<file path="config.mk">
export PLATFORM = sky130hd
export DESIGN_NAME = ubds_engine
export DESIGN_NICKNAME = d
export VERILOG_FILES = /design/src/rtl/ubds_fifo.sv /design/src/rtl/ubds_pkg.sv /design/src/rtl/ubds_engine.sv
export SDC_FILE = /design/constraint.sdc
export NUM_CORES = 1
export LEC_CHECK = 0
export BUFFER_PORTS_ARGS = -buffer_cell sky130_fd_sc_hd__clkbuf_2
export CAP_MARGIN = 20
export CORE_MARGIN = 10
export CORE_UTILIZATION = 54
export DETAILED_ROUTE_END_ITERATION = 16
export PLACE_DENSITY_LB_ADDON = 0.25
export SYNTH_ARGS = -nofsm -noshare
export SYNTH_HDL_FRONTEND = slang
export SYNTH_SLANG_ARGS = --single-unit
</file>
<file path="constraint.sdc">
create_clock -name clk_sys -period 3.2 [get_ports clk_sys]
set_clock_uncertainty 0.15 [all_clocks]
set_input_delay 0.64 -clock clk_sys [delete_from_list [all_inputs] [get_ports clk_sys]]
set_output_delay 0.64 -clock clk_sys [all_outputs]
set_load 0.02 [all_outputs]
</file>
<file path="src/rtl/ubds_fifo.sv">
// buffer fifo: its module stands beside the engine logic in ubds_engine.sv

</file>
<file path="src/rtl/ubds_pkg.sv">
// package: register map, descriptor status layout, engine states and stream carriers
package ubds_pkg;
    // ****************************************************************
    // register map (byte addresses)
    // ****************************************************************
    localparam logic [7:0] ADDR_BD_STATUS = 8'h00;
    localparam logic [7:0] ADDR_ENGINE = 8'h04;
    localparam logic [7:0] ADDR_COUNT = 8'h08;
    // ****************************************************************
    // descriptor status byte fields
    // ****************************************************************
    localparam int OWN_BIT = 7;
    localparam int TOGGLE_BIT = 6;
    localparam int CHECK_BIT = 3;
    localparam int STALL_BIT = 2;
    localparam logic [7:0] BD_STATUS_RESET = 8'h00;
    localparam int FIFO_DEPTH = 8;
    localparam int DATA_W = 8;

    // ****************************************************************
    // handshake answers and engine states
    // ****************************************************************
    typedef enum logic [1:0] {
        UBDS_HS_ACK = 2'h0,
        UBDS_HS_NAK = 2'h1,
        UBDS_HS_STALL = 2'h2,
        UBDS_HS_NONE = 2'h3
    } ubds_hs_t;

    typedef enum logic [2:0] {
        UBDS_IDLE = 3'b001,
        UBDS_DATA = 3'b010,
        UBDS_DONE = 3'b100
    } ubds_state_t;

    typedef struct packed {
        logic in_dir;
        logic pid_data1;
    } ubds_token_t;

    typedef struct packed {
        logic last;
        logic [DATA_W-1:0] data;
    } ubds_beat_t;
endpackage

</file>
<file path="src/rtl/ubds_engine.sv">
// descriptor status handling for one endpoint buffer, with axi4-lite registers
`timescale 1ns/1ps
`default_nettype none
// Summary of operation
// - owner 1: engine uses descriptor for tokens
// - owner 0: engine ignores other fields
// - toggle flag records DATA1 as 1, DATA0 as 0
// - reserved bits undefined; logic ignores them
// - toggle checked only when check enable 1
// - mismatched toggle packet discarded, buffer fifo flushed of undrained beats
// - stall flag set: answer token with STALL
// - stalled token leaves descriptor unchanged, still owned
// - finished token clears owner flag
module ubds_engine
    import ubds_pkg::*;
#(
    parameter int DEPTH = FIFO_DEPTH
) (
    input wire logic clk_sys,
    input wire logic rst_b,
    // axi4-lite slave
    input wire logic [7:0] s_axi_awaddr,
    input wire logic s_axi_awvalid,
    output logic s_axi_awready,
    input wire logic [31:0] s_axi_wdata,
    input wire logic [3:0] s_axi_wstrb,
    input wire logic s_axi_wvalid,
    output logic s_axi_wready,
    output logic [1:0] s_axi_bresp,
    output logic s_axi_bvalid,
    input wire logic s_axi_bready,
    input wire logic [7:0] s_axi_araddr,
    input wire logic s_axi_arvalid,
    output logic s_axi_arready,
    output logic [31:0] s_axi_rdata,
    output logic [1:0] s_axi_rresp,
    output logic s_axi_rvalid,
    input wire logic s_axi_rready,
    // link side: decoded token, packet beats, handshake answer
    input wire logic token_valid,
    input wire ubds_token_t token,
    input wire logic rx_valid,
    output logic rx_ready,
    input wire ubds_beat_t rx_beat,
    output logic hs_valid,
    output ubds_hs_t hs_code,
    // buffer side: accepted packet data drains here
    output logic buf_valid,
    input wire logic buf_ready,
    output ubds_beat_t buf_beat
);
    // ****************************************************************
    // state
    // ****************************************************************
    logic [7:0] bd_status;
    ubds_state_t state;
    logic tok_in;
    logic tok_pid;
    logic pkt_bad;
    logic [7:0] pkt_count;
    logic flush;
    logic fifo_in_ready;
    logic accept_ok;

    function automatic logic toggle_ok(input logic [7:0] st, input logic pid);
        // reserved bits 5:4 and 1:0 never looked at
        return !st[CHECK_BIT] || (st[TOGGLE_BIT] == pid);
    endfunction

    // ****************************************************************
    // axi4-lite write path
    // ****************************************************************
    logic aw_held;
    logic w_held;
    logic [7:0] aw_addr;
    logic [31:0] w_data;
    logic [3:0] w_strb;
    logic wr_fire;
    logic fw_bd_write;

    assign s_axi_awready = !aw_held && !s_axi_bvalid;
    assign s_axi_wready = !w_held && !s_axi_bvalid;
    assign wr_fire = aw_held && w_held && !s_axi_bvalid;
    assign s_axi_bresp = 2'h0;
    // firmware may only rewrite the status byte it owns
    assign fw_bd_write = wr_fire && aw_addr == ADDR_BD_STATUS && w_strb[0]
        && !bd_status[OWN_BIT];

    always_ff @(posedge clk_sys) begin
        if (!rst_b) begin
            aw_held <= 1'b0;
            w_held <= 1'b0;
            aw_addr <= 8'h00;
            w_data <= 32'h0000_0000;
            w_strb <= 4'h0;
            s_axi_bvalid <= 1'b0;
        end else begin
            if (s_axi_awvalid && s_axi_awready) begin
                aw_held <= 1'b1;
                aw_addr <= s_axi_awaddr;
            end
            if (s_axi_wvalid && s_axi_wready) begin
                w_held <= 1'b1;
                w_data <= s_axi_wdata;
                w_strb <= s_axi_wstrb;
            end
            if (wr_fire) begin
                aw_held <= 1'b0;
                w_held <= 1'b0;
                s_axi_bvalid <= 1'b1;
            end else if (s_axi_bready) begin
                s_axi_bvalid <= 1'b0;
            end
        end
    end

    // ****************************************************************
    // axi4-lite read path
    // ****************************************************************
    assign s_axi_arready = !s_axi_rvalid;
    assign s_axi_rresp = 2'h0;

    always_ff @(posedge clk_sys) begin
        if (!rst_b) begin
            s_axi_rvalid <= 1'b0;
            s_axi_rdata <= 32'h0000_0000;
        end else if (s_axi_arvalid && s_axi_arready) begin
            s_axi_rvalid <= 1'b1;
            unique case (s_axi_araddr)
                ADDR_BD_STATUS: s_axi_rdata <= {24'h000000, bd_status};
                ADDR_ENGINE: s_axi_rdata <= {29'h0, state};
                ADDR_COUNT: s_axi_rdata <= {24'h000000, pkt_count};
                default: s_axi_rdata <= 32'h0000_0000;
            endcase
        end else if (s_axi_rready) begin
            s_axi_rvalid <= 1'b0;
        end
    end

    // ****************************************************************
    // token engine
    // ****************************************************************
    logic tok_use;
    logic tok_stall;
    logic rx_take;
    logic last_take;

    // a token only uses the descriptor while the engine owns it
    assign tok_use = token_valid && state == UBDS_IDLE && bd_status[OWN_BIT];
    assign tok_stall = tok_use && bd_status[STALL_BIT];
    assign rx_ready = (state == UBDS_DATA) && (fifo_in_ready || pkt_bad);
    assign rx_take = rx_valid && rx_ready;
    assign last_take = rx_take && rx_beat.last;
    assign accept_ok = (state == UBDS_DONE) && !pkt_bad;

    always_ff @(posedge clk_sys) begin
        if (!rst_b) begin
            state <= UBDS_IDLE;
            tok_in <= 1'b0;
            tok_pid <= 1'b0;
            pkt_bad <= 1'b0;
        end else begin
            unique case (state)
                UBDS_IDLE: begin
                    if (tok_use && !tok_stall) begin
                        tok_in <= token.in_dir;
                        tok_pid <= token.pid_data1;
                        // out packets with wrong toggle are dropped, not buffered
                        pkt_bad <= !token.in_dir && !toggle_ok(bd_status, token.pid_data1);
                        state <= token.in_dir ? UBDS_DONE : UBDS_DATA;
                    end
                end
                UBDS_DATA: begin
                    if (last_take) begin
                        state <= UBDS_DONE;
                    end
                end
                UBDS_DONE: begin
                    state <= UBDS_IDLE;
                end
            endcase
        end
    end

    // handshake answer, one cycle
    always_ff @(posedge clk_sys) begin
        if (!rst_b) begin
            hs_valid <= 1'b0;
            hs_code <= UBDS_HS_NONE;
        end else begin
            hs_valid <= 1'b0;
            if (token_valid && state == UBDS_IDLE) begin
                hs_valid <= 1'b1;
                hs_code <= tok_stall ? UBDS_HS_STALL : UBDS_HS_NAK;
                if (tok_use && !tok_stall) begin
                    hs_valid <= 1'b0;
                end
            end else if (state == UBDS_DONE) begin
                hs_valid <= 1'b1;
                hs_code <= pkt_bad ? UBDS_HS_NONE : UBDS_HS_ACK;
            end
        end
    end

    // ****************************************************************
    // descriptor status byte
    // ****************************************************************
    always_ff @(posedge clk_sys) begin
        if (!rst_b) begin
            bd_status <= BD_STATUS_RESET;
        end else if (accept_ok) begin
            // owner release and toggle record in one update
            bd_status[OWN_BIT] <= 1'b0;
            bd_status[TOGGLE_BIT] <= tok_pid;
        end else if (fw_bd_write) begin
            // the owner bit arrives with this byte, so other fields land in the same write
            bd_status <= w_data[7:0];
        end
        // a stalled token never reaches accept_ok: byte kept as is
    end

    always_ff @(posedge clk_sys) begin
        if (!rst_b) begin
            pkt_count <= 8'h00;
        end else if (accept_ok) begin
            pkt_count <= pkt_count + 8'h01;
        end
    end

    // discarded packet data must not reach the buffer
    assign flush = (state == UBDS_DONE) && pkt_bad && !tok_in;

    ubds_fifo #(
        .WIDTH(DATA_W + 1),
        .DEPTH(DEPTH)
    ) u_fifo (
        .clk_sys(clk_sys),
        .rst_b(rst_b),
        .flush(flush),
        .in_valid(rx_valid && state == UBDS_DATA && !pkt_bad),
        .in_ready(fifo_in_ready),
        .in_data(rx_beat),
        .out_valid(buf_valid),
        .out_ready(buf_ready),
        .out_data(buf_beat)
    );
endmodule // ubds_engine

// ****************************************************************
// buffer fifo
// ****************************************************************
module ubds_fifo #(
    parameter int WIDTH = 9,
    parameter int DEPTH = 8
) (
    input wire logic clk_sys,
    input wire logic rst_b,
    input wire logic flush,
    input wire logic in_valid,
    output logic in_ready,
    input wire logic [WIDTH-1:0] in_data,
    output logic out_valid,
    input wire logic out_ready,
    output logic [WIDTH-1:0] out_data
);
    localparam int AW = $clog2(DEPTH);
    logic [WIDTH-1:0] mem [DEPTH];
    logic [AW-1:0] wr_ptr;
    logic [AW-1:0] rd_ptr;
    // one bit wider than the pointers so full and empty differ
    logic [AW:0] count;
    logic push;
    logic pop;

    assign in_ready = (count != (AW+1)'(DEPTH));
    assign out_valid = (count != '0);
    assign push = in_valid && in_ready;
    assign pop = out_valid && out_ready;
    assign out_data = mem[rd_ptr];

    always_ff @(posedge clk_sys) begin
        if (push) begin
            mem[wr_ptr] <= in_data;
        end
    end

    always_ff @(posedge clk_sys) begin
        if (!rst_b || flush) begin
            wr_ptr <= '0;
            rd_ptr <= '0;
            count <= '0;
        end else begin
            if (push) begin
                wr_ptr <= (wr_ptr == AW'(DEPTH-1)) ? '0 : wr_ptr + 1'b1;
            end
            if (pop) begin
                rd_ptr <= (rd_ptr == AW'(DEPTH-1)) ? '0 : rd_ptr + 1'b1;
            end
            count <= count + (AW+1)'(push) - (AW+1)'(pop);
        end
    end
endmodule // ubds_fifo
`default_nettype wire

</file>
**Yosys cells after proc, flatten, opt, wreduce, memory -nomap -nowiden**

Memories as Yosys holds them, arrays and structs flattened. A register that Yosys moved wholly into a read port is not among the register bits.
Cells that the tools add are included.

- Flip-flop bits (word level): 88
- Bits in writable memories: 72
- Input bits: 73
- Output and inout bits: 55
- Logic and storage cells: 116
- Memories: 1

Memory list:

| name | depth | bits a word | rd ports | clocked after Yosys merged registers in | wr ports | line | RTL |
|---|---|---|---|---|---|---|---|
| u_fifo.mem | 8 | 9 | 1 | 1 | 1 | ubds_engine.sv:267 | `logic [WIDTH-1:0] mem [DEPTH];` |

- $add $sub $neg: 5
- Equal/unequal tests: 11
- Multiplexer cells: 24
- Bitwise gates (word level): 2
- Reduce and logical (&&, ||, !) cells: 52

Operators with widths:

| cell | count |
|---|---|
| $logic_and A1 B1 Y1 | 25 |
| $pmux W8 S3 | 1 |
| $mux W3 | 7 |
| $logic_not A8 Y1 | 2 |
| $logic_not A1 Y1 | 12 |
| $mux W1 | 10 |
| $eq A3 B3 Y1 const B | 3 |
| $pmux W3 S3 | 1 |
| $add A8 B1 Y8 const B | 1 |
| $eq A8 B3 Y1 const B | 1 |
| $eq A8 B4 Y1 const B | 1 |
| $mux W2 | 4 |
| $reduce_bool A2 Y1 | 4 |
| $mux W7 | 1 |
| $add A3 B1 Y3 const B | 2 |
| $reduce_and A2 Y1 | 3 |
| $add A4 B1 Y4 | 1 |
| $ne A4 B4 Y1 const B | 1 |
| $reduce_bool A4 Y1 | 1 |
| $reduce_or A2 Y1 | 2 |
| $sub A4 B1 Y4 | 1 |
| $eq A3 B1 Y1 const B | 1 |
| $eq A3 B2 Y1 const B | 1 |
| $logic_or A1 B1 Y1 | 3 |
| other kinds (4) | 5 |

**Depth between registers and ports, before layout**

Gate-level depths: netlist (run 1).

- Depth after elaboration: 8
- Gate-level depth with buffers: 11
- Mapped depth without buffers: 10

**Hierarchy**

From an unflattened synthesis (run 1), not the netlist that was laid out.

- Cell total of the unflattened synthesis: 480
- Area total of the unflattened synthesis: 5,984.5 sq um

By module, submodules not included:

| module | times used | cells an instance | area an instance (sq um) | seq. area each (sq um) |
|---|---|---|---|---|
| ubds_fifo | 1 | 182 | 3,485.8 | 2,422.3 |
| ubds_engine | 1 | 298 | 2,498.6 | 1,081.0 |

**Worst setup path before layout (run 1)**

OpenSTA, ideal clock, no wires.

- Path kind: flip-flop to output port
- Start point: reg with a tool-made name
- End point: out buf_beat[0] (netlist bit)
- Arrival time: 1.869 ns
- Slack: 0.541 ns
- Stages on the path, launching flop included: 5
- Cells stage by stage: dfxtp_1 -> clkbuf_1 -> buf_4 -> mux4_2 -> mux2_2

RTL lines:

| what | line | RTL |
|---|---|---|
| to (decl) | ubds_engine.sv:50 | `output ubds_beat_t buf_beat` |

==> results of run 1 <==
[final cells by class]
type,count,area share [%]
multi-input cells,318,31.5
clock buffers,19,6.15
clock inverters,13,1.51
repair buffers,85,6.68
inverters,9,0.493
well taps,140,2.55
flip-flops and latches,139,51.1
[placed cells by master (no fill, tap or decap), types with 4 or more instances in the layout]
cell type,instances
nand3_1,13
inv_1,7
and2_1,4
conb_1,28
dfxtp_1,67
xnor2_1,6
edfxtp_1,72
clkbuf_16,16
mux2_2,9
mux2_1,5
clkinv_1,4
mux4_2,18
mux2i_1,15
clkbuf_2,72
a21oi_1,38
xor2_1,4
nor2b_1,4
nand2b_1,5
buf_4,13
nor2_1,34
ha_1,10
nor3b_1,4
nand2_1,76
o21ai_1,4
nor3_1,7
[flip-flops by register name (all words and copies together), names as in the netlist, named ones only]
name,cells
state,3
w_data,8
u_fifo.rd_ptr,3
bd_status,8
u_fifo.wr_ptr,3
s_axi_bvalid,1
tok_pid,1
aw_addr,8
w_strb,1
u_fifo.count,4
aw_held,1
tok_in,1
w_held,1
hs_valid,1
hs_code,2
s_axi_rvalid,1
s_axi_rdata,8
pkt_count,8
u_fifo.mem,72
pkt_bad,1
[final timing paths]
kind	startpoint	to	slack [ns]	depth (start not counted)
hold reg to reg	aw_addr[5]	aw_addr[5]	0.30	2
setup reg to reg	u_fifo.count[2]	u_fifo.count[2]	0.84	9
setup / recovery	register	buf_beat[8]	0.22	4
hold / removal	s_axi_rready	s_axi_rvalid	0.16	2
[power groups by stage]
| stage | sequential [mW] | combinational (mW) | clock (mW) |
|---|---|---|---|
| after CTS | 1.99 | 0.711 | 1.75 |
| after global placement | 2.02 | 0.688 | 0 |
| after detailed placement | 2.02 | 0.708 | 0 |
| after global routing | 1.99 | 0.788 | 1.84 |
| after floorplan | 2.01 | 0.572 | 0 |
| final | 1.99 | 0.700 | 1.71 |
[kinds of logic (layout without fill, tap and decap cells)]
logic type / after synthesis / in the layout / share of synthesized area [%]
and+or+nand+nor: 169 / 169 / 13.8
DFF: 139 / 139 / 59.6
buffers and inverters: 55 / 126 / 5.40
AOI/OAI and AO/OA: 53 / 53 / 5.11
muxes: 47 / 47 / 12.1
adders and majority gates: 11 / 11 / 2.47
xor gates and xnor gates: 10 / 10 / 1.49
other: 1 / 28 / 0.0638
[through the flow]
stage          total power, mW  hold slack [ns]
3_5_place_dp              2.73            0.293
5_1_grt                   4.62            0.132
6_report                  4.40            0.158
3_3_place_gp              2.71            0.288
2_1_floorplan             2.58            0.281
4_1_cts                   4.44            0.135
[worst max-delay path: stages (launching register included)]
cell,delay [ns]
dfxtp_1,0.30
buf_4,0.33
mux4_2,0.57
mux2_2,0.30
clkbuf_2,0.16
[routing by layer]
layer / vias to the layer above / track usage, %
li1: 1869 / -
met1: 1821 / 16.9
met2: 89 / 26.6
met3: 10 / 5.91
met4: 0 / 5.07
met5: - / 0
==> run_results.csv, run 1 <==
group,metric,value,unit
power,netSwitchingFraction,25.8,%
synthesis,async_flop_share,0,%
drt,antenna_left,0,
drt,drt_iter0_markers,199,
timing,fin_tns_setup,0,ns
timing,finalMaxSlewViolations,0,
timing,period_share,93.0,%
place,dp_hpwl,8.41,mm
timing,finalWorstPathRequiredPeriod,2.98,ns
synthesis,ys_warn_count,0,
timing,setup_ws,0.225,ns
cts,hold_buffers,0,
power,p_per_area,641,nW/um2
timing,worstMarginPinSlew,0.912,ns
finish,antenna_cells,0,
power,pwr-share-seq,45.1,%
die,core_area,10700,um2
global_route,grt_pass1_wl,19.4,mm
cts,worstSkewPairLatency,0.51,ns
synthesis,synth-edff-count,72,
power,clkPwrFrac,38.9,%
power,p_leak,2.55,nW
worst_setup_path,cp-end-kind,"output pin",
worst_setup_path,cp_max_fo,18,
timing,rsz0062_at_grt,"false",
min_path,hold_path.class,"input pin to register",
finish,layout-drive-gt1-share,25.0,%
synthesis,netlist_top_cells_area,"edfxtp_1 37%, dfxtp_1 23%, mux4_2 6.9%, nand2_1 4.9%, buf_4 3.7%",
drt,route.detailed.drc,0,
finish,fin_util,63.8,%
power,p_int,3.26,mW
die,io_pins,128,
global_route,antenna_found_initial,0,
die,die_w,124,um
synthesis,synthesis.area,5880,um2
synthesis,ys_seq_area_share,59.6,%
run,drv_cap,0,
drt,highest_layer,"met4",
drt,drt_wl_total,11.9,mm
timing,slew_headroom,38.8,%
place,gp_congestion,0.773,
power,power_frac_comb,15.9,%
global_route,grt_pass1_vias,3933,
drt,wl_per_cell,16.5,um
worst_setup_path,start_kind,"register",
global_route,grt_max_degree,41,
drt,wl_met3,632,um
timing,hold_violations,0,
worst_setup_path,cp.arrival,2.19,ns
worst_setup_path,worstPathRequired,2.41,ns
die,start_util,54.7,%
timing,fmax,336,MHz
status,outcome,"completed",
finish,final_cells,723,
synthesis,synth_top_cells_by_count,"76 x nand2_1, 72 x edfxtp_1, 67 x dfxtp_1",
place,place_ws,0.738,ns
cts,cts_tree,"built",
cts,ctsHtreeMaxLevel,4,
drt,drt_first_pass_iters,6,
finish,multi_input_area,2160,um2
drt,wl_met2,6.32,mm
synthesis,avgSynthCellArea,12.1,um2
global_route,overflow,0,
synthesis,yosysTopAreaCellShare,36.8,%
cts,cts-root-buf,"clkbuf_8",
finish,regArea,3500,um2
die,dieArea,15500,um2
cts,clock-sinks,139,
finish,area_growth,16.6,%
power,p_switching,1.13,mW
die,num_rows,38,
synthesis,yosys.cell_types.count,48,
place,post-place-cells,691,
cts,cts-buffers-inserted,17,
synthesis,yosysMostFrequentCell,"nand2_1",
power,vdd_ir_drop_max,0.000358,V
finish,post-route-cell-area,6860,um2
drt,viasPerCell,5.24,
synthesis,ys_ff_latch,139,
timing,setup_viol,0,
synthesis,yosysTopAreaCell,"edfxtp_1",
cts,ctsResizeCount,0,
finish,finalNetCount,654,
cts,clockBufferDepth,2,
synthesis,synthFlopType,"edfxtp_1",
global_route,grtUsageTotal,15.4,%
synthesis,syn_inst,485,
drt,wl_met1,4.85,mm
finish,nFillCells,875,
cts,cts.clk_slew.worst_paths,0.06,ns
cts,post_cts_buffers,0,
place,io_buffers,72,
worst_setup_path,setup.worst_path.class,"register to output pin",
place,postPlaceCellArea,6330,um2
drt,num_vias,3789,
die,die_y,124,um
(Power assumes the default switching activity.)
==> run 2: changes to the inputs <==
--- a/config.mk
+++ b/config.mk
@@ -8,7 +8,7 @@
 export BUFFER_PORTS_ARGS = -buffer_cell sky130_fd_sc_hd__clkbuf_2
 export CAP_MARGIN = 20
 export CORE_MARGIN = 10
-export CORE_UTILIZATION = 54
+export CORE_UTILIZATION = 49
 export DETAILED_ROUTE_END_ITERATION = 16
 export PLACE_DENSITY_LB_ADDON = 0.25
 export SYNTH_ARGS = -nofsm -noshare
==> constraint.sdc (replaced) <==
create_clock -name clk_sys -period 2.5 [get_ports clk_sys]
set_clock_uncertainty 0.15 [all_clocks]
set_input_delay 0.5 -clock clk_sys [delete_from_list [all_inputs] [get_ports clk_sys]]
set_output_delay 0.5 -clock clk_sys [all_outputs]
set_load 0.02 [all_outputs]
==> run_results.csv, run 2 (synthesis gave the netlist of run 1 again) <==
group,metric,value,unit
power,p_per_area,853,nW/um2
worst_setup_path,reg2reg_depth,9,
cts,hold_buffers,0,
drt,drt_iter0_markers,202,
drt,wl_per_cell,16.5,um
cts,clock-sinks,139,
finish,nFillCells,917,
global_route,grtUsageTotal,15.3,%
power,vdd_ir_drop_max,0.000458,V
timing,setup_ws,-0.0790,ns
finish,area_growth,22.5,%
timing,finalWorstPathRequiredPeriod,2.58,ns
run,drv_cap,0,
die,die_w,130,um
power,p_leak,2.74,nW
timing,finalMaxSlewViolations,0,
global_route,overflow,0,
finish,final_common_cell,"nand2_1",
status,outcome,"complete, but fails checks",
die,start_util,50.9,%
drt,num_vias,3795,
drt,viasPerCell,5.12,
finish,finalNetCount,669,
timing,worstMarginPinSlew,0.682,ns
finish,layout-drive-gt1-share,28.3,%
finish,post-route-cell-area,7210,um2
place,postPlaceCellArea,6450,um2
global_route,antenna_found_initial,0,
cts,clockBufferDepth,2,
timing,period_share,103,%
cts,cts_tree,"built",
worst_setup_path,cp_max_fo,5,
min_path,hold_path.class,"input pin to register",
finish,antenna_cells,0,
drt,antenna_left,0,
die,dieArea,16800,um2
worst_setup_path,worstPathRequired,1.85,ns
die,die_y,130,um
die,io_pins,128,
global_route,grt_pass1_wl,20.3,mm
finish,largest_register_ffs,72,
cts,cts.clk_slew.worst_paths,0.06,ns
cts,ctsHtreeMaxLevel,4,
drt,route.detailed.drc,0,
worst_setup_path,cp-end-kind,"output pin",
timing,hold_violations,0,
place,dp_hpwl,8.71,mm
worst_setup_path,r2r_start,"u_fifo.count[2]",
finish,regMostFlops,"u_fifo.mem",
die,num_rows,39,
die,core_area,11600,um2
cts,post_cts_buffers,0,
status,violations,"setup timing",
min_path,hold_path_depth,2,
worst_setup_path,cp.arrival,1.93,ns
finish,layout_common_cells,"76 x nand2_1, 72 x edfxtp_1, 66 x dfxtp_1, 62 x clkbuf_2, 38 x a21oi_1",
min_path,min_from,"s_axi_rready",
cts,cts-buffers-inserted,17,
drt,drt_wl_total,12.3,mm
timing,rsz0062_at_grt,"true",
power,power,6.15,mW
global_route,grt_pass1_vias,4071,
cts,cts-root-buf,"clkbuf_16",
global_route,grt_max_degree,41,
worst_setup_path,start_kind,"register",
min_path,min_to,"s_axi_rvalid",
worst_setup_path,r2r_end,"u_fifo.count[2]",
drt,drt_first_pass_iters,4,
timing,slew_headroom,54.4,%
place,io_buffers,72,
cts,worstSkewPairLatency,0.40,ns
timing,setup_viol,9,
worst_setup_path,r2r_slack,0.23,ns
worst_setup_path,setup.worst_path.class,"register to output pin",
timing,fmax,388,MHz
place,gp_congestion,0.792,
==> run 2: worst max path at each step <==
stage | slack, ns | depth (start not counted) | end
floorplan | 0.11 | 5 | u_fifo.mem[4][0]
global placement | 0.24 | 9 | u_fifo.count[2]
detailed placement | 0.20 | 9 | u_fifo.count[2]
CTS | -0.10 | 4 | buf_beat[7]
global route | -0.14 | 4 | buf_beat[7]
finish | -0.08 | 4 | buf_beat[7]
==> run 2: where the power goes <==
| group | internal [mW] | switching, mW |
|---|---|---|
| Combinational | 0.553 | 0.533 |
| Clock | 1.57 | 0.941 |
| Sequential | 2.48 | 0.0728 |
==> run 2: final cells by class <==
cell class	instances	area, um2	area share, %
inverter	9	33.8	0.469
multi-input combinational	318	2190	30.4
tap	143	179	2.48
timing repair buffer	100	694	9.63
clock inverter	14	170	2.36
clock buffer	18	429	5.95
sequential	139	3510	48.7
==> run 2: what timing repair did <==
item                       CTS  global route
setup endpoints to repair    9            10
resized for setup            6            31
cloned                       1             2
==> run 2: critical path, stage by stage (launching register included) <==
cell and delay, ns:
dfxtp_4 0.43, buf_12 0.15, mux4_2 0.52, mux2_4 0.29
buf_6 0.13
==> run 2: per-layer routing <==
metal,vias to the layer above,share of wire [%],track usage [%]
li1,1887,-,-
met1,1822,43,17.9
met2,76,53,26.6
met3,10,3.7,4.45
met4,0,0.88,4.56
met5,-,0,0
==> run 2: stage by stage <==
stage	util [%]	setup slack [ns]	hold slack [ns]	setup TNS, ns	instances
after CTS	61.3	-0.102	0.110	-0.716	739
after detailed placement	55.8	0.204	0.294	0	706
after global placement	55.8	0.240	0.289	0	706
after global routing	62.3	-0.137	0.125	-1.08	741
after floorplan	-	0.114	0.281	0	512
final	62.3	-0.0790	0.128	-0.567	741
